===== src/psh_regs.svh =====
// timing counts and widths for the port strobe handshake block
`ifndef PSH_REGS_SVH
`define PSH_REGS_SVH
// delay and length counts are cycles of the processor output clock (clk); the queue depth is in entries
`define PSH_STB_CYC 2
`define PSH_WR_DLY 2
`define PSH_RD_DLY 3
`define PSH_XM_STB_BASE 1
`define PSH_PF_CYC 2
`define PSH_Q_DEPTH 4
`define PSH_Q_AW 2
`define PSH_TS_W 8
`define PSH_RST_PORT 8'h00
`define PSH_RST_ADDR 16'h0000
`endif


===== src/psh_pkg.sv =====
// types shared by the port strobe handshake modules
`default_nettype none
`include "psh_regs.svh"
package psh_pkg;
  typedef enum logic [2:0]
  {
    PG_IDLE = 3'b001,
    PG_FIRST = 3'b010,
    PG_SECOND = 3'b100
  } psh_pg_state_t;
  typedef enum logic [3:0]
  {
    XM_IDLE = 4'b0001,
    XM_ADDR = 4'b0010,
    XM_STB = 4'b0100,
    XM_FETCH = 4'b1000
  } psh_xm_state_t;
  typedef struct packed
  {
    logic is_wr;
    logic also_rd;
    logic [`PSH_TS_W-1:0] due;
  } psh_pend_t;
endpackage
`default_nettype wire


===== src/psh_q_if.sv =====
// pending strobe queue connection
`timescale 1ns/10ps
`default_nettype none
interface psh_q_if;
  import psh_pkg::*;
  logic push;
  psh_pend_t push_data;
  logic pop;
  psh_pend_t head;
  logic not_empty;
  logic full;
  modport owner (output push, output push_data, output pop,
    input head, input not_empty, input full);
  modport queue (input push, input push_data, input pop,
    output head, output not_empty, output full);
endinterface
`default_nettype wire


===== src/psh_pend_queue.sv =====
// small in-order queue of pending port strobes with registered head
`timescale 1ns/10ps
`default_nettype none
module psh_pend_queue
(
  input wire logic clk,
  input wire logic rst,
  input wire logic ce,
  psh_q_if.queue q
);
  import psh_pkg::*;
  psh_pend_t mem [`PSH_Q_DEPTH];
  logic [`PSH_Q_AW-1:0] wr_ptr;
  logic [`PSH_Q_AW-1:0] rd_ptr;
  logic [`PSH_Q_AW:0] count;
  logic push_ok;
  logic pop_ok;

  assign push_ok = q.push && !q.full;
  assign pop_ok = q.pop && q.not_empty;
  assign q.not_empty = (count != '0);
  assign q.full = (count == (`PSH_Q_AW+1)'(`PSH_Q_DEPTH));

  always_ff @(posedge clk)
  begin
    if (ce && push_ok)
    begin
      mem[wr_ptr] <= q.push_data;
    end
  end

  always_ff @(posedge clk)
  begin
    if (rst)
    begin
      wr_ptr <= '0;
      rd_ptr <= '0;
      count <= '0;
    end
    else if (ce)
    begin
      if (push_ok)
      begin
        wr_ptr <= wr_ptr + 1'b1;
      end
      if (pop_ok)
      begin
        rd_ptr <= rd_ptr + 1'b1;
      end
      if (push_ok && !pop_ok)
      begin
        count <= count + 1'b1;
      end
      else if (pop_ok && !push_ok)
      begin
        count <= count - 1'b1;
      end
    end
  end

  // head always mirrors the oldest entry
  always_ff @(posedge clk)
  begin
    if (rst)
    begin
      q.head <= '0;
    end
    else if (ce)
    begin
      if (push_ok && (count == '0 || (pop_ok && count == 1)))
      begin
        q.head <= q.push_data;
      end
      else if (pop_ok && count > 1)
      begin
        q.head <= mem[rd_ptr + 1'b1];
      end
    end
  end
endmodule
`default_nettype wire


===== src/psh_top.sv =====
// port strobe handshake and external data memory strobe sequencing
// Function
// port accesses strobe read/write pins only while strobe enable is set
// each port strobe stays asserted exactly two clock cycles
// write strobe starts two cycles after the port is updated
// port read returns pins latched three cycles before read strobe
// read strobe starts three cycles after the processor port read
// nothing is sampled when the read strobe asserts
// peripheral may change port data only after the read strobe pulse
// first pointer address driven only while a strobe is active
// second pointer address held valid for the whole memory cycle
// stretch lengthens data memory cycles only, not program fetches
// strobes are active low and idle high
// back-to-back accesses each get a full pulse, in access order; an access made with the 4-entry queue full gets no pulse
`timescale 1ns/10ps
`default_nettype none
`include "psh_regs.svh"
module psh_top
(
  input wire logic clk,
  input wire logic rst,
  input wire logic ce,
  input wire logic port_strobe_enable,
  input wire logic cpu_port_wr,
  input wire logic [7:0] cpu_port_wr_data,
  input wire logic cpu_port_rd,
  input wire logic [7:0] port_drive,
  input wire logic [7:0] port_in,
  output logic [7:0] port_out,
  output logic [7:0] port_oe,
  output logic [7:0] cpu_rd_data,
  input wire logic xmem_req,
  input wire logic xmem_write,
  input wire logic xmem_use_second,
  input wire logic [15:0] first_auto_pointer,
  input wire logic [15:0] second_auto_pointer,
  input wire logic [2:0] stretch,
  input wire logic fetch_req,
  input wire logic [15:0] fetch_addr,
  output logic rd_strobe_n,
  output logic wr_strobe_n,
  output logic prog_fetch_n,
  output logic [15:0] xmem_addr,
  output logic xmem_addr_oe,
  output logic xmem_busy
);
  import psh_pkg::*;

  function automatic logic due_reached(input logic [`PSH_TS_W-1:0] now,
    input logic [`PSH_TS_W-1:0] due);
    logic [`PSH_TS_W-1:0] diff;
    diff = now - due;
    due_reached = !diff[`PSH_TS_W-1];
  endfunction

  // ==========================================================
  // port side and access capture
  psh_q_if qif ();
  psh_pend_queue u_queue
  (
    .clk(clk),
    .rst(rst),
    .ce(ce),
    .q(qif)
  );

  logic [`PSH_TS_W-1:0] now;
  psh_pg_state_t pg_state;
  psh_pg_state_t next_pg_state;
  logic pg_is_wr;
  logic next_port_rd;
  logic next_port_wr;
  // read pulse still owed by a combined write and read access
  logic rd_follow;
  logic pick_wr;

  always_ff @(posedge clk)
  begin
    if (rst)
    begin
      now <= '0;
    end
    else if (ce)
    begin
      now <= now + 1'b1;
    end
  end

  always_ff @(posedge clk)
  begin
    if (rst)
    begin
      port_out <= `PSH_RST_PORT;
      port_oe <= 8'h00;
    end
    else if (ce)
    begin
      port_oe <= port_drive;
      if (cpu_port_wr)
      begin
        port_out <= cpu_port_wr_data;
      end
    end
  end

  // read data are the pins at the read itself, three cycles ahead
  always_ff @(posedge clk)
  begin
    if (rst)
    begin
      cpu_rd_data <= 8'h00;
    end
    else if (ce && cpu_port_rd)
    begin
      cpu_rd_data <= port_in;
    end
  end

  // a read and a write in one cycle share one entry: write pulse, then read
  always_comb
  begin
    qif.push = port_strobe_enable && (cpu_port_wr || cpu_port_rd);
    qif.push_data.is_wr = cpu_port_wr;
    qif.push_data.also_rd = cpu_port_wr && cpu_port_rd;
    if (cpu_port_wr)
    begin
      qif.push_data.due = now + `PSH_TS_W'(`PSH_WR_DLY);
    end
    else
    begin
      qif.push_data.due = now + `PSH_TS_W'(`PSH_RD_DLY);
    end
  end

  // ==========================================================
  // port strobe pulse generator
  always_comb
  begin
    next_pg_state = pg_state;
    qif.pop = 1'b0;
    pick_wr = qif.head.is_wr && !rd_follow;
    case (pg_state)
      PG_IDLE:
      begin
        if (!port_strobe_enable)
        begin
          qif.pop = qif.not_empty; // stale entries are dropped
        end
        else if (rd_follow)
        begin
          next_pg_state = PG_FIRST;
        end
        else if (qif.not_empty && due_reached(now, qif.head.due))
        begin
          qif.pop = 1'b1;
          next_pg_state = PG_FIRST;
        end
      end
      PG_FIRST:
      begin
        next_pg_state = PG_SECOND;
      end
      PG_SECOND:
      begin
        next_pg_state = PG_IDLE;
      end
      default:
      begin
        next_pg_state = PG_IDLE;
      end
    endcase
    next_port_rd = (next_pg_state != PG_IDLE) &&
      ((pg_state == PG_IDLE) ? !pick_wr : !pg_is_wr);
    next_port_wr = (next_pg_state != PG_IDLE) &&
      ((pg_state == PG_IDLE) ? pick_wr : pg_is_wr);
  end

  always_ff @(posedge clk)
  begin
    if (rst)
    begin
      pg_state <= PG_IDLE;
      pg_is_wr <= 1'b0;
      rd_follow <= 1'b0;
    end
    else if (ce)
    begin
      pg_state <= next_pg_state;
      if (pg_state == PG_IDLE)
      begin
        pg_is_wr <= pick_wr;
        // an owed read either starts now or is discarded with the enable
        if (rd_follow)
        begin
          rd_follow <= 1'b0;
        end
        else if (qif.pop && port_strobe_enable)
        begin
          rd_follow <= qif.head.also_rd;
        end
      end
    end
  end

  // ==========================================================
  // external memory cycle sequencer
  psh_xm_state_t xm_state;
  psh_xm_state_t next_xm_state;
  logic [3:0] xm_cnt;
  logic [3:0] next_xm_cnt;
  logic xm_wr;
  logic xm_sel2;
  logic [15:0] xm_addr_lat;
  logic next_xm_rd;
  logic next_xm_wr;
  logic next_fetch;

  always_comb
  begin
    next_xm_state = xm_state;
    next_xm_cnt = xm_cnt;
    case (xm_state)
      XM_IDLE:
      begin
        if (fetch_req)
        begin
          next_xm_state = XM_FETCH;
          next_xm_cnt = 4'(`PSH_PF_CYC - 1);
        end
        else if (xmem_req)
        begin
          next_xm_state = XM_ADDR;
        end
      end
      XM_ADDR:
      begin
        next_xm_state = XM_STB;
        next_xm_cnt = 4'(`PSH_XM_STB_BASE - 1) + {1'b0, stretch};
      end
      XM_STB, XM_FETCH:
      begin
        if (xm_cnt == 4'h0)
        begin
          next_xm_state = XM_IDLE;
        end
        else
        begin
          next_xm_cnt = xm_cnt - 4'h1;
        end
      end
      default:
      begin
        next_xm_state = XM_IDLE;
      end
    endcase
    next_xm_rd = (next_xm_state == XM_STB) && !xm_wr;
    next_xm_wr = (next_xm_state == XM_STB) && xm_wr;
    next_fetch = (next_xm_state == XM_FETCH);
  end

  always_ff @(posedge clk)
  begin
    if (rst)
    begin
      xm_state <= XM_IDLE;
      xm_cnt <= 4'h0;
      xm_wr <= 1'b0;
      xm_sel2 <= 1'b0;
      xm_addr_lat <= `PSH_RST_ADDR;
    end
    else if (ce)
    begin
      xm_state <= next_xm_state;
      xm_cnt <= next_xm_cnt;
      if (xm_state == XM_IDLE)
      begin
        xm_wr <= xmem_write;
        xm_sel2 <= xmem_use_second && !fetch_req;
        if (fetch_req)
        begin
          xm_addr_lat <= fetch_addr;
        end
        else
        begin
          xm_addr_lat <= xmem_use_second ? second_auto_pointer :
            first_auto_pointer;
        end
      end
    end
  end

  // ==========================================================
  // pin registers
  always_ff @(posedge clk)
  begin
    if (rst)
    begin
      rd_strobe_n <= 1'b1;
      wr_strobe_n <= 1'b1;
      prog_fetch_n <= 1'b1;
      xmem_busy <= 1'b0;
    end
    else if (ce)
    begin
      rd_strobe_n <= !(next_port_rd || next_xm_rd);
      wr_strobe_n <= !(next_port_wr || next_xm_wr);
      prog_fetch_n <= !next_fetch;
      xmem_busy <= (next_xm_state != XM_IDLE);
    end
  end

  always_ff @(posedge clk)
  begin
    if (rst)
    begin
      xmem_addr <= `PSH_RST_ADDR;
      xmem_addr_oe <= 1'b0;
    end
    else if (ce)
    begin
      xmem_addr_oe <= 1'b0;
      xmem_addr <= `PSH_RST_ADDR;
      if (next_xm_state == XM_STB || next_xm_state == XM_FETCH ||
        (next_xm_state == XM_ADDR && xmem_use_second && !fetch_req) ||
        (next_xm_state == XM_ADDR && xm_state != XM_IDLE && xm_sel2))
      begin
        xmem_addr_oe <= 1'b1;
        if (xm_state != XM_IDLE)
        begin
          xmem_addr <= xm_addr_lat;
        end
        else if (fetch_req)
        begin
          xmem_addr <= fetch_addr;
        end
        else
        begin
          xmem_addr <= second_auto_pointer;
        end
      end
    end
  end

  wire idle_all = (pg_state == PG_IDLE) && !qif.not_empty &&
    !rd_follow && (xm_state == XM_IDLE);
endmodule
`default_nettype wire


===== config.mk =====
export PLATFORM = sky130hd
export DESIGN_NAME = psh_top
export DESIGN_NICKNAME = d
export VERILOG_FILES = /design/src/psh_pkg.sv /design/src/psh_q_if.sv /design/src/psh_pend_queue.sv /design/src/psh_top.sv
export VERILOG_INCLUDE_DIRS = /design/src
export SDC_FILE = /design/constraint.sdc
export NUM_CORES = 1
export LEC_CHECK = 0
export ABC_AREA = 0
export CORE_ASPECT_RATIO = 2
export CORE_MARGIN = 10
export CORE_UTILIZATION = 59
export CTS_CLUSTER_SIZE = 20
export DETAILED_ROUTE_END_ITERATION = 7
export DONT_BUFFER_PORTS = 1
export PLACE_DENSITY = 0.75
export RECOVER_POWER = 100
export SYNTH_ARGS = -nofsm -noshare
export SYNTH_HDL_FRONTEND = slang
export SYNTH_SLANG_ARGS = --single-unit

===== constraint.sdc =====
create_clock -name clk -period 8.4 [get_ports clk]
set_clock_uncertainty 0.2 [all_clocks]
set_input_delay 2.1 -clock clk [delete_from_list [all_inputs] [get_ports clk]]
set_output_delay 2.1 -clock clk [all_outputs]
set_load 0.01 [all_outputs]

## Word-level counts from Yosys, hierarchy flattened

Memory sizes are Yosys's and may differ from the RTL's.
Cells that the tools add are included.

| operators by class | value |
|---|---|
| add/sub/neg operators | 9 |
| $mul | 0 |
| divide/modulo/power cells | 0 |
| $lt $le $gt $ge | 1 |
| equal/unequal tests | 16 |
| shift-type cells | 0 |
| multiplexer cells | 32 |
| bitwise logic cells | 0 |
| reduce and logical (&&, ||, !) cells | 57 |

Operators with widths:

| cell | number |
|---|---|
| 16-bit 2-to-1 mux | 5 |
| 4-bit one-hot mux with 3 select lines | 2 |
| 1-bit logical AND | 23 |
| 10-bit 2-to-1 mux | 2 |
| 4-bit 2-to-1 mux | 5 |
| 8-bit by 2-bit adder with 8-bit output, second input constant | 2 |
| 3-bit 2-to-1 mux | 5 |
| 2-bit AND reduction | 7 |
| 1-bit logical NOT | 12 |
| 1-bit 2-to-1 mux | 11 |
| 8-bit by 1-bit adder with 8-bit output, second input constant | 1 |
| 4-bit by 2-bit equality test with 1-bit output, second input constant | 2 |
| 4-bit by 3-bit equality test with 1-bit output, second input constant | 2 |
| 4-bit equality test, second input constant | 2 |
| 8-bit 2-to-1 mux | 1 |
| 4-bit by 1-bit inequality test with 1-bit output, second input constant | 2 |
| 8-bit subtractor | 1 |
| 1-bit logical OR | 7 |
| 3-bit by 1-bit equality test with 1-bit output, second input constant | 2 |
| 3-bit one-hot mux with 2 select lines | 1 |
| 3-bit nonzero test | 2 |
| 2-bit by 1-bit adder with 2-bit output, second input constant | 2 |
| 4-bit by 1-bit equality test with 1-bit output, second input constant | 1 |
| 4-bit logical NOT | 1 |
| other kinds (12) | 14 |

| storage, ports and cells | value |
|---|---|
| flip-flop bits (word level) | 101 |
| latch bits | 0 |
| bits in writable memories | 40 |
| bits in read-only memories | 0 |
| input port bits | 85 |
| output and inout bits | 45 |
| memories | 1 |

Memory list:

| memory | words | bits a word | read ports | clocked after Yosys merged registers in | write ports | RTL line | text |
|---|---|---|---|---|---|---|---|
| u_queue.mem | 4 | 10 | 1 | 0 | 1 | psh_pend_queue.sv:12 | `` psh_pend_t mem [`PSH_Q_DEPTH]; `` |

## Longest topological paths before layout

Gate-level depths: netlist of run 1.

| logic depth | value |
|---|---|
| depth after elaboration | 13 |
| depth in mapped cells | 13 |
| mapped depth without buffers | 13 |

## Modules after synthesis

A second synthesis of run 1 with hierarchy kept.

| unflattened totals | value |
|---|---|
| cell total of the unflattened synthesis | 707 |
| area total of the unflattened synthesis | 6762.7 µm² |

By module, submodules not included:

| module | times used | cells an instance | area each (µm²) |
|---|---|---|---|
| psh_top | 1 | 547 | 4252.8 |
| psh_pend_queue | 1 | 160 | 2509.9 |

## Worst setup path after synthesis of run 1

OpenSTA, ideal clock, no wires.

| path | value |
|---|---|
| path type | input-to-reg |
| start point | input port cpu_port_wr |
| end point | register, netlist name u_queue.q.head[0] |
| setup time | 95 ps |
| arrival time | 3496 ps |
| setup slack | 4609 ps |
| stages on the path | 9 |
| path buffers | 3 |
| cell sequence | clkbuf_1 > nor2_1 > a21oi_1 > and3_1 > clkbuf_1 > inv_1 > o21a_1 > buf_2 > a221oi_1 |

| on the way | value |
|---|---|
| cells in the longest elaborated chain, start to end | 6 |

Ends and longest elaborated chain:

| element | RTL line | text |
|---|---|---|
| start: declaration | psh_top.sv:24 | `input wire logic cpu_port_wr,` |
| 1-bit logical OR | psh_top.sv:122 | `qif.push = port_strobe_enable && (cpu_port_wr \|\| cpu_port_rd);` |
| 1-bit logical AND | psh_top.sv:122 |  |
| 1-bit logical AND | psh_pend_queue.sv:19 | `assign push_ok = q.push && !q.full;` |
| 1-bit logical AND | psh_pend_queue.sv:70 | `if (push_ok && (count == '0 \|\| (pop_ok && count == 1)))` |
| 2-bit nonzero test (no line) | -- |  |
| 2-bit AND reduction (no line) | -- |  |

Several ways; a longest one is shown, not always the timed one.
A chain may end at the register's enable or synchronous reset.

## Worst setup path after layout of run 1

| path | value |
|---|---|
| start point | input port port_strobe_enable |
| end point | register, netlist name u_queue.q.head[2] |

| on the way | value |
|---|---|
| cells in the longest elaborated chain, start to end | 8 |

Ends and longest elaborated chain:

| element | RTL line | text |
|---|---|---|
| start: declaration | psh_top.sv:23 | `input wire logic port_strobe_enable,` |
| 1-bit 2-to-1 mux | psh_top.sv:145 | `if (!port_strobe_enable)` |
| 1-bit 2-to-1 mux | psh_top.sv:142 | `case (pg_state)` |
| 1-bit logical AND | psh_pend_queue.sv:20 | `assign pop_ok = q.pop && q.not_empty;` |
| 1-bit logical AND | psh_pend_queue.sv:70 |  |
| 1-bit logical OR | psh_pend_queue.sv:70 |  |
| 1-bit logical AND | psh_pend_queue.sv:70 |  |
| 2-bit nonzero test (no line) | -- |  |
| 2-bit AND reduction (no line) | -- |  |

Several ways; a longest one is shown, not always the timed one.

==> results.ini, run 1 <==
[timing]
max_freq_mhz=269
post-route-min-period_ns=3.71
tightest_slew_ns=1.15
maxSlewHeadroom_pct=22.8
setup_viol=0
layout_worst_path_cycle_share_pct=44.2
finalHoldViolCount=0
rsz0062_at_grt=no
setup_tns_ns=0
final_max_slew_viol_count=0

[finish]
fin_nets=789
mostFrequentLayoutCells=110 x nand2_1, 100 x dfxtp_1, 69 x a21oi_1
drive_gt1_share_pct=7.76
fin_util_pct=65.8
num_antenna_cells=0
mostFrequentLayoutCell=nand2_1
syn2layout_area_growth_pct=8.93

[worst_hold_path]
min_path_type=flip-flop to flip-flop

[run]
max_cap_viol_count=0

[worst_setup_path]
r2r_slack_ns=4.99
cp.required_ns=8.46
worstSetupStartpointType=input pin
path_max_fanout=11
cp.arrival_ns=3.78
path_class=input pin to flip-flop
cp-end-kind=flip-flop

[clock_network]
cts_num_sinks=140
clk-insertion-delay-late_ns=0.42
cts-buffers-inserted=17
postCtsHoldBufs=0
post_cts_resize_count=0
cts_tree=built
clk_pin_slew_ns=0.06
post_cts_buffers=0
h-tree-depth=4
clockBufferDepth=2
cts-root-buf=clkbuf_16

[route]
vias_per_cell=6.04
wl_per_cell_um=19.4
dr.pass1.iters=4
drcViolationCount=0
drt_iter0_markers=286
routed_wl_um=16200
drtAntennaViolNets=0
vias=5050

[synth]
netlist_instances=708
yosysWarningCount=0
synth_edf_count=40
ys_ff_latch=140
netlist_area_um2=6620
synth_ff_type=dfxtp_1
synth.avg_cell_area_um2=9.35
synth_fp_nets=814
synthArstFlopShare_pct=0
seq_area_frac_synth_pct=48.4
synth.distinct_cells=51

[floorplanning]
die_w_um=94.9
design.core.area_um2=10900
die_area_um2=16100
pin_count=130
start_util_pct=60.4
fp.dieH_um=170
rows=54

[global_route]
grt_pass1_wl_um=26200
grt_overflow_total=0
antenna_found_initial=0
gr-usage-all-layers_pct=20.7
grt_pass1_vias=5264
grt_start_max_net_pins=91

[place]
portBuffers=0
hpwl_um=12100
gp_routability_congestion=0.918

[power]
p_per_area_nw_per_um2=263
power_leakage_nw=2.70
ir_worst_vdd_v=0.000166

[outcome]
outcome=completed

[area by class of cell]
cell class,count,area (µm²)
multi-input combinational,491,3120
clock inverter,13,140
timing repair buffer,1,7.51
tap,140,175
sequential,140,3200
inverter,32,120
clock buffer,19,443
fill,912,3740
[path summary, 6_finish.rpt]
check,from,to,cells past startpoint
hold reg to reg,xm_addr_lat[4]$_SDFFE_PP0P_,xm_addr_lat[4]$_SDFFE_PP0P_,2
setup / recovery,port_strobe_enable,u_queue.q.head[2]$_SDFFE_PP0P_,4
setup reg to reg,now[4]$_SDFFE_PP0P_,u_queue.q.head[2]$_SDFFE_PP0P_,7
hold / removal,xm_addr_lat[4]$_SDFFE_PP0P_,xm_addr_lat[4]$_SDFFE_PP0P_,2
[synthesized netlist by cell type (7+ instances only)]
library cell    n  area (µm²)
a21oi_1        69         345
a221oi_1        9        78.8
and2_1          7        43.8
buf_1           8        30.0
clkbuf_1       33         124
dfxtp_1       100        2000
edfxtp_1       40        1200
ha_1           21         263
inv_1          32         120
mux2i_1        36         360
mux4_2         10         225
nand2_1       109         409
nand2b_1       11        68.8
nand3_1        30         150
nor2_1         46         173
o211ai_1       17         128
o21ai_0        40         200
xnor2_1         9        78.8
xor2_1         10        87.6
[critical path, stage by stage]
cell	delay [ns]
o21ai_0	0.11
o31ai_1	0.94
o21a_1	0.47
a221oi_1	0.15
[logic make-up (layout without fill, tap and decap cells)]
kind of cell	Yosys count	in the layout	share of synthesized area, %
AND/OR/NAND/NOR	238	238	16.3
AO/OA/AOI/OAI	165	165	15.1
flip-flops	140	140	48.4
buffers and inverters	77	65	4.52
multiplexers	48	48	9.19
adder cells (fa/ha/maj)	21	21	3.97
XOR/XNOR	19	19	2.52
[sequential cells by signal (all words and copies together) (netlist names)]
signal          cells
cpu_rd_data         8
now                 8
pg_is_wr            1
pg_state            3
port_oe             8
port_out            8
prog_fetch_n        1
rd_follow           1
rd_strobe_n         1
u_queue.count       3
u_queue.mem        40
u_queue.q.head     10
u_queue.rd_ptr      2
u_queue.wr_ptr      2
wr_strobe_n         1
xm_addr_lat        16
xm_cnt              4
xm_state            4
xm_wr               1
xmem_addr          16
xmem_addr_oe        1
xmem_busy           1
[through the flow]
step | std cells | setup WS (ns) | hold slack, ns | total power, W | instance area, µm²
final | 836 | 4.69 | 0.250 | 0.00189 | 7210
after global routing | 836 | 4.59 | 0.265 | 0.00198 | 7210
after CTS | 836 | 4.76 | 0.249 | 0.00190 | 7210
after detailed placement | 804 | 4.32 | 0.240 | 0.00116 | 6630
after global placement | 804 | 4.49 | 0.236 | 0.00114 | 6630
after floorplan | 708 | 4.61 | 0.236 | 0.00110 | 6620
[report_power, final]
| group | internal [W] | switching, W |
|---|---|---|
| sequential | 0.000753 | 0.0000543 |
| combinational | 0.000143 | 0.000207 |
| clock | 0.000446 | 0.000288 |
| total | 0.00134 | 0.000549 |
[metal layers]
metal	up-vias	share of wire (%)	track usage [%]
met5	-	0	0
met1	2407	33	19.0
met2	159	56	37.6
met3	42	7.0	8.11
met4	0	3.9	10.1
li1	2442	-	-
No activity file was read; power rests on OpenSTA's default activity.
==> run 2: changes to the inputs <==
==> constraint.sdc (replaced) <==
create_clock -name clk -period 3.8 [get_ports clk]
set_clock_uncertainty 0.2 [all_clocks]
set_input_delay 0.95 -clock clk [delete_from_list [all_inputs] [get_ports clk]]
set_output_delay 0.95 -clock clk [all_outputs]
set_load 0.01 [all_outputs]
==> run 2 against run 1 <==
Flip-flop and latch count unchanged. Critical path type is now flip-flop to flip-flop. Largest cell class unchanged. Critical path depth up 8. Critical endpoint is now u_queue.count[2]$_SDFFE_PP0P_. Routed wire length down 2.8%. Core utilization barely moved. Register-to-register slack got worse by 4.5 ns. Highest routed layer unchanged.
==> results.ini, run 2 (same netlist as run 1, synthesis figures left out) <==
[timing]
post-route-min-period_ns=3.32
rsz0062_at_grt=no
tightest_slew_ns=1.20
maxSlewHeadroom_pct=19.9
max_freq_mhz=302
finalHoldViolCount=0
setup_tns_ns=0
holdWs_ns=0.247
setup_viol=0
layout_worst_path_cycle_share_pct=87.3
final_max_slew_viol_count=0

[global_route]
grt_pass1_wl_um=25300
grt_pass1_vias=5256
grt_overflow_total=0
gr-usage-all-layers_pct=19.9
antenna_found_initial=0
grt_start_max_net_pins=91

[finish]
top_regs=u_queue.mem (40), xm_addr_lat (16), xmem_addr (16)
syn2layout_area_growth_pct=8.91
fillCellCount=927
largest_register_ff_count=40
fin_nets=792
stdcell_count=839
mostFrequentLayoutCell=nand2_1
num_antenna_cells=0
mostFrequentLayoutCells=110 x nand2_1, 100 x dfxtp_1, 69 x a21oi_1
drive_gt1_share_pct=7.44
regMostFlops=u_queue.mem
final-seq-area_um2=3200
multi_input_area_um2=3110
fin_area_um2=7210

[floorplanning]
fp.dieH_um=170
die_area_um2=16100
pin_count=130
rows=54
start_util_pct=60.4
die_w_um=94.9
design.core.area_um2=10900

[worst_hold_path]
min_path_type=flip-flop to flip-flop

[place]
hpwl_um=11700
placedInstanceArea_um2=6650
gp_routability_congestion=0.900
dp_cells=807
portBuffers=0

[route]
drcViolationCount=0
vias_per_cell=6.04
wl_per_cell_um=18.8
routed_wl_um=15800
dr.pass1.iters=5
drt_iter0_markers=274
vias=5069
drtAntennaViolNets=0

[worst_setup_path]
path_max_fanout=6
cp-end-kind=flip-flop
cp.arrival_ns=3.42
cp.required_ns=3.91
worstSetupStartpointType=flip-flop
path_class=flip-flop to flip-flop

[clock_network]
h-tree-depth=4
cts-root-buf=clkbuf_16
clockBufferDepth=2
clk_pin_slew_ns=0.06
post_cts_buffers=0
postCtsHoldBufs=0
cts_num_sinks=140
clk-insertion-delay-late_ns=0.41
post_cts_resize_count=0
cts-buffers-inserted=17
cts_tree=built

[power]
internal_power_w=0.00297
power_leakage_nw=2.70
p_comb_share_pct=18.7
ir_worst_vdd_v=0.000391
power.switching_w=0.00118
power_frac_clock_pct=38.4
p_per_area_nw_per_um2=575
power_frac_seq_pct=42.9
p_sw_share_pct=28.4

[outcome]
outcome=completed

[run]
max_cap_viol_count=0

-- run 2: cell types whose count changed in the layout (fill, tap and decap cells not counted), moves of 2 or more --
| cell | change |
|---|---|
| clkinv_2 | +3 |
| inv_4 | -2 |
| clkbuf_1 | +3 |
| clkbuf_8 | +2 |
| clkinv_4 | -3 |
-- run 2: worst max-delay path, cell delays in order (launching register included) --
cell and delay, ns:
dfxtp_1 0.45, ha_1 0.31, a211oi_1 0.37, o21ba_2 0.23, o21ai_0 0.12, nor3_1 0.46, nor2_1 0.10, nand2_1 0.09
ha_1 0.23, mux2_2 0.35, nand2_1 0.08, xor2_1 0.17, nor2_1 0.06
-- run 2: final timing paths --
path,startpoint,end,slack [ns],cells after the start
worst max-delay path,now[4]$_SDFFE_PP0P_,u_queue.count[2]$_SDFFE_PP0P_,0.48,12
worst min-delay path,xm_addr_lat[5]$_SDFFE_PP0P_,xm_addr_lat[5]$_SDFFE_PP0P_,0.25,2
worst max register to register,now[4]$_SDFFE_PP0P_,u_queue.count[2]$_SDFFE_PP0P_,0.48,12
worst min register to register,xm_addr_lat[5]$_SDFFE_PP0P_,xm_addr_lat[5]$_SDFFE_PP0P_,0.25,2
-- run 2: cell type report --
| class | count | area share (%) |
|---|---|---|
| sequential | 140 | 44.5 |
| clock inverter | 10 | 1.20 |
| tap | 140 | 2.43 |
| inverter | 32 | 1.67 |
| timing repair buffer | 4 | 0.260 |
| multi-input combinational | 491 | 43.1 |
| clock buffer | 22 | 6.88 |
-- run 2: metal layers --
layer | routed length, µm | track usage, %
met5 | 0 | 0
met1 | 5190 | 18.1
met4 | 414 | 7.66
met2 | 8960 | 37.4
met3 | 1210 | 7.67
-- run 2: through the flow --
| stage | setup slack (ns) | util [%] | power, W |
|---|---|---|---|
| 2_1_floorplan | 0.949 | - | 0.00242 |
| 3_3_place_gp | 0.760 | 60.7 | 0.00254 |
| 3_5_place_dp | 0.577 | 60.7 | 0.00258 |
| 4_1_cts | 0.521 | 66.1 | 0.00417 |
| 5_1_grt | 0.263 | 65.8 | 0.00433 |
| 6_report | 0.484 | 65.8 | 0.00415 |
-- run 2: power groups by stage --
stage | Sequential (W) | Clock (W) | Combinational, W
floorplan | 0.00176 | 0 | 0.000661
global placement | 0.00181 | 0 | 0.000732
detailed placement | 0.00181 | 0 | 0.000764
CTS | 0.00178 | 0.00161 | 0.000780
global route | 0.00180 | 0.00167 | 0.000867
finish | 0.00178 | 0.00159 | 0.000775
==> run 3: changes to the inputs <==
--- a/config.mk
+++ b/config.mk
@@ -9,11 +9,10 @@
 export ABC_AREA = 0
 export CORE_ASPECT_RATIO = 2
 export CORE_MARGIN = 10
-export CORE_UTILIZATION = 59
+export CORE_UTILIZATION = 30
 export CTS_CLUSTER_SIZE = 20
 export DETAILED_ROUTE_END_ITERATION = 7
 export DONT_BUFFER_PORTS = 1
-export PLACE_DENSITY = 0.75
 export RECOVER_POWER = 100
 export SYNTH_ARGS = -nofsm -noshare
 export SYNTH_HDL_FRONTEND = slang
==> run 3 against run 2 <==
Non-clock buffer count up 5. Register-to-register slack better by 0.02 ns. Sequential power about the same. Worst setup slack better by 0.020 ns. Flip-flop and latch count unchanged. Core utilization down 32 points. Sequential share of layout area down 1.3 points. Largest power group unchanged.
==> results.ini, run 3 (same netlist as run 1, synthesis figures left out) <==
[clock_network]
cts-buffers-inserted=17
cts_num_sinks=140
postCtsHoldBufs=0
clk_pin_slew_ns=0.06
cts_tree=built
h-tree-depth=4
cts-root-buf=clkbuf_16
post_cts_resize_count=0
clk-insertion-delay-late_ns=0.43
post_cts_buffers=0
clockBufferDepth=2

[place]
portBuffers=0
gp_routability_congestion=0.866
preCtsSetupSlack_ns=0.616
dp_cells=945
hpwl_um=13100

[worst_setup_path]
slowest_delay_ns=0.75
cpMostUsedCell=clkbuf_1
slowest_stage=clkbuf_1
path_max_fanout=21
crit_path_cell_trace=nor4b_1, clkbuf_1, clkbuf_1, nand2b_1, nand2_1, mux2i_1, a21oi_1
worstSetupStartpointType=flip-flop
cp.arrival_ns=3.41
path_class=flip-flop to flip-flop
cp-end-kind=flip-flop
cp.required_ns=3.91

[power]
power_leakage_nw=2.72
p_per_area_nw_per_um2=575
ir_worst_vdd_v=0.000330

[route]
routed_wl_um=17400
drtAntennaViolNets=0
wl_per_cell_um=17.8
vias=4969
dr.pass1.iters=4
drcViolationCount=0
vias_per_cell=5.09
drt_iter0_markers=180

[finish]
num_antenna_cells=0
largest_register_ff_count=40
fin_util_pct=34.3
regMostFlops=u_queue.mem
stdcell_count=977
syn2layout_area_growth_pct=12.3
drive_gt1_share_pct=7.67
mostFrequentLayoutCells=110 x nand2_1, 100 x dfxtp_1, 69 x a21oi_1
top_regs=u_queue.mem (40), xm_addr_lat (16), xmem_addr (16)
mostFrequentLayoutCell=nand2_1
fin_nets=797
fillCellCount=2269

[floorplanning]
die_area_um2=28800
pin_count=130
rows=76
start_util_pct=30.5
design.core.area_um2=21700
die_w_um=125
fp.dieH_um=230

[timing]
max_freq_mhz=303
tightest_slew_ns=1.03
maxSlewHeadroom_pct=31.3
setup_tns_ns=0
finalHoldViolCount=0
fin_ws_ns=0.503
setup_viol=0
post-route-min-period_ns=3.30
rsz0062_at_grt=no
final_max_slew_viol_count=0
layout_worst_path_cycle_share_pct=86.8
holdWs_ns=0.249

[worst_hold_path]
min_path_type=flip-flop to flip-flop

[global_route]
grt_start_max_net_pins=91
gr-usage-all-layers_pct=11.8
antenna_found_initial=0
grt_pass1_wl_um=27100
grt_pass1_vias=4906
grt_overflow_total=0

[outcome]
outcome=completed

[run]
max_cap_viol_count=0

## run 3: cell count changes in the layout (fill, tap and decap cells not counted), moves of 2 or more
cell,delta
clkbuf_8,-2
buf_4,+4
bufinv_16,+2
inv_6,+2
clkinv_2,-4
clkinvlp_4,+2
## run 3: report_power, final
part	switching (W)	internal [W]	total (W)	leakage [nW]
clock	0.000659	0.00105	0.00171	0.288
sequential	0.000112	0.00166	0.00178	1.18
combinational	0.000458	0.000323	0.000781	1.25
## run 3: worst max-delay path, delay by kind of cell (launching register included)
kind                   cells  cell delay [ns]
buffers and inverters      2             1.50
AND/OR/NAND/NOR            3             0.81
flip-flops                 1             0.35
multiplexers               1             0.23
AO/OA/AOI/OAI              1             0.08
## run 3: per-stage QoR
stage	cell area, µm²	power, W
4_1_cts	7460	0.00431
3_5_place_dp	6850	0.00260
6_report	7430	0.00427
2_1_floorplan	6620	0.00242
5_1_grt	7430	0.00447
3_3_place_gp	6850	0.00258
## run 3: worst paths after layout
check                         startpoint                           to  slack, ns  depth (start not counted)
max             xm_state[3]$_SDFFE_PP0P_       xm_cnt[0]$_SDFFE_PP0P_       0.50                          7
min          xm_addr_lat[6]$_SDFFE_PP0P_  xm_addr_lat[6]$_SDFFE_PP0P_       0.25                          2
max reg2reg     xm_state[3]$_SDFFE_PP0P_       xm_cnt[0]$_SDFFE_PP0P_       0.50                          7
min reg2reg  xm_addr_lat[6]$_SDFFE_PP0P_  xm_addr_lat[6]$_SDFFE_PP0P_       0.25                          2
## run 3: layer usage
layer | wire length, µm | global-route usage, % | part of all wire (%) | up-vias
met5 | 0 | 0 | 0 | -
met4 | 387 | 5.39 | 2.2 | 0
met3 | 1250 | 4.61 | 7.2 | 24
li1 | - | - | - | 2455
met1 | 5860 | 10.2 | 34 | 2356
met2 | 9940 | 23.1 | 57 | 134
## run 3: final cells by class
type / count / area [µm²] / area share (%)
well taps: 273 / 342 / 4.60
clock inverters: 13 / 165 / 2.22
inverters: 32 / 120 / 1.62
multi-input cells: 491 / 3110 / 41.8
repair buffers: 9 / 52.6 / 0.707
clock buffers: 19 / 443 / 5.96
flip-flops and latches: 140 / 3200 / 43.1
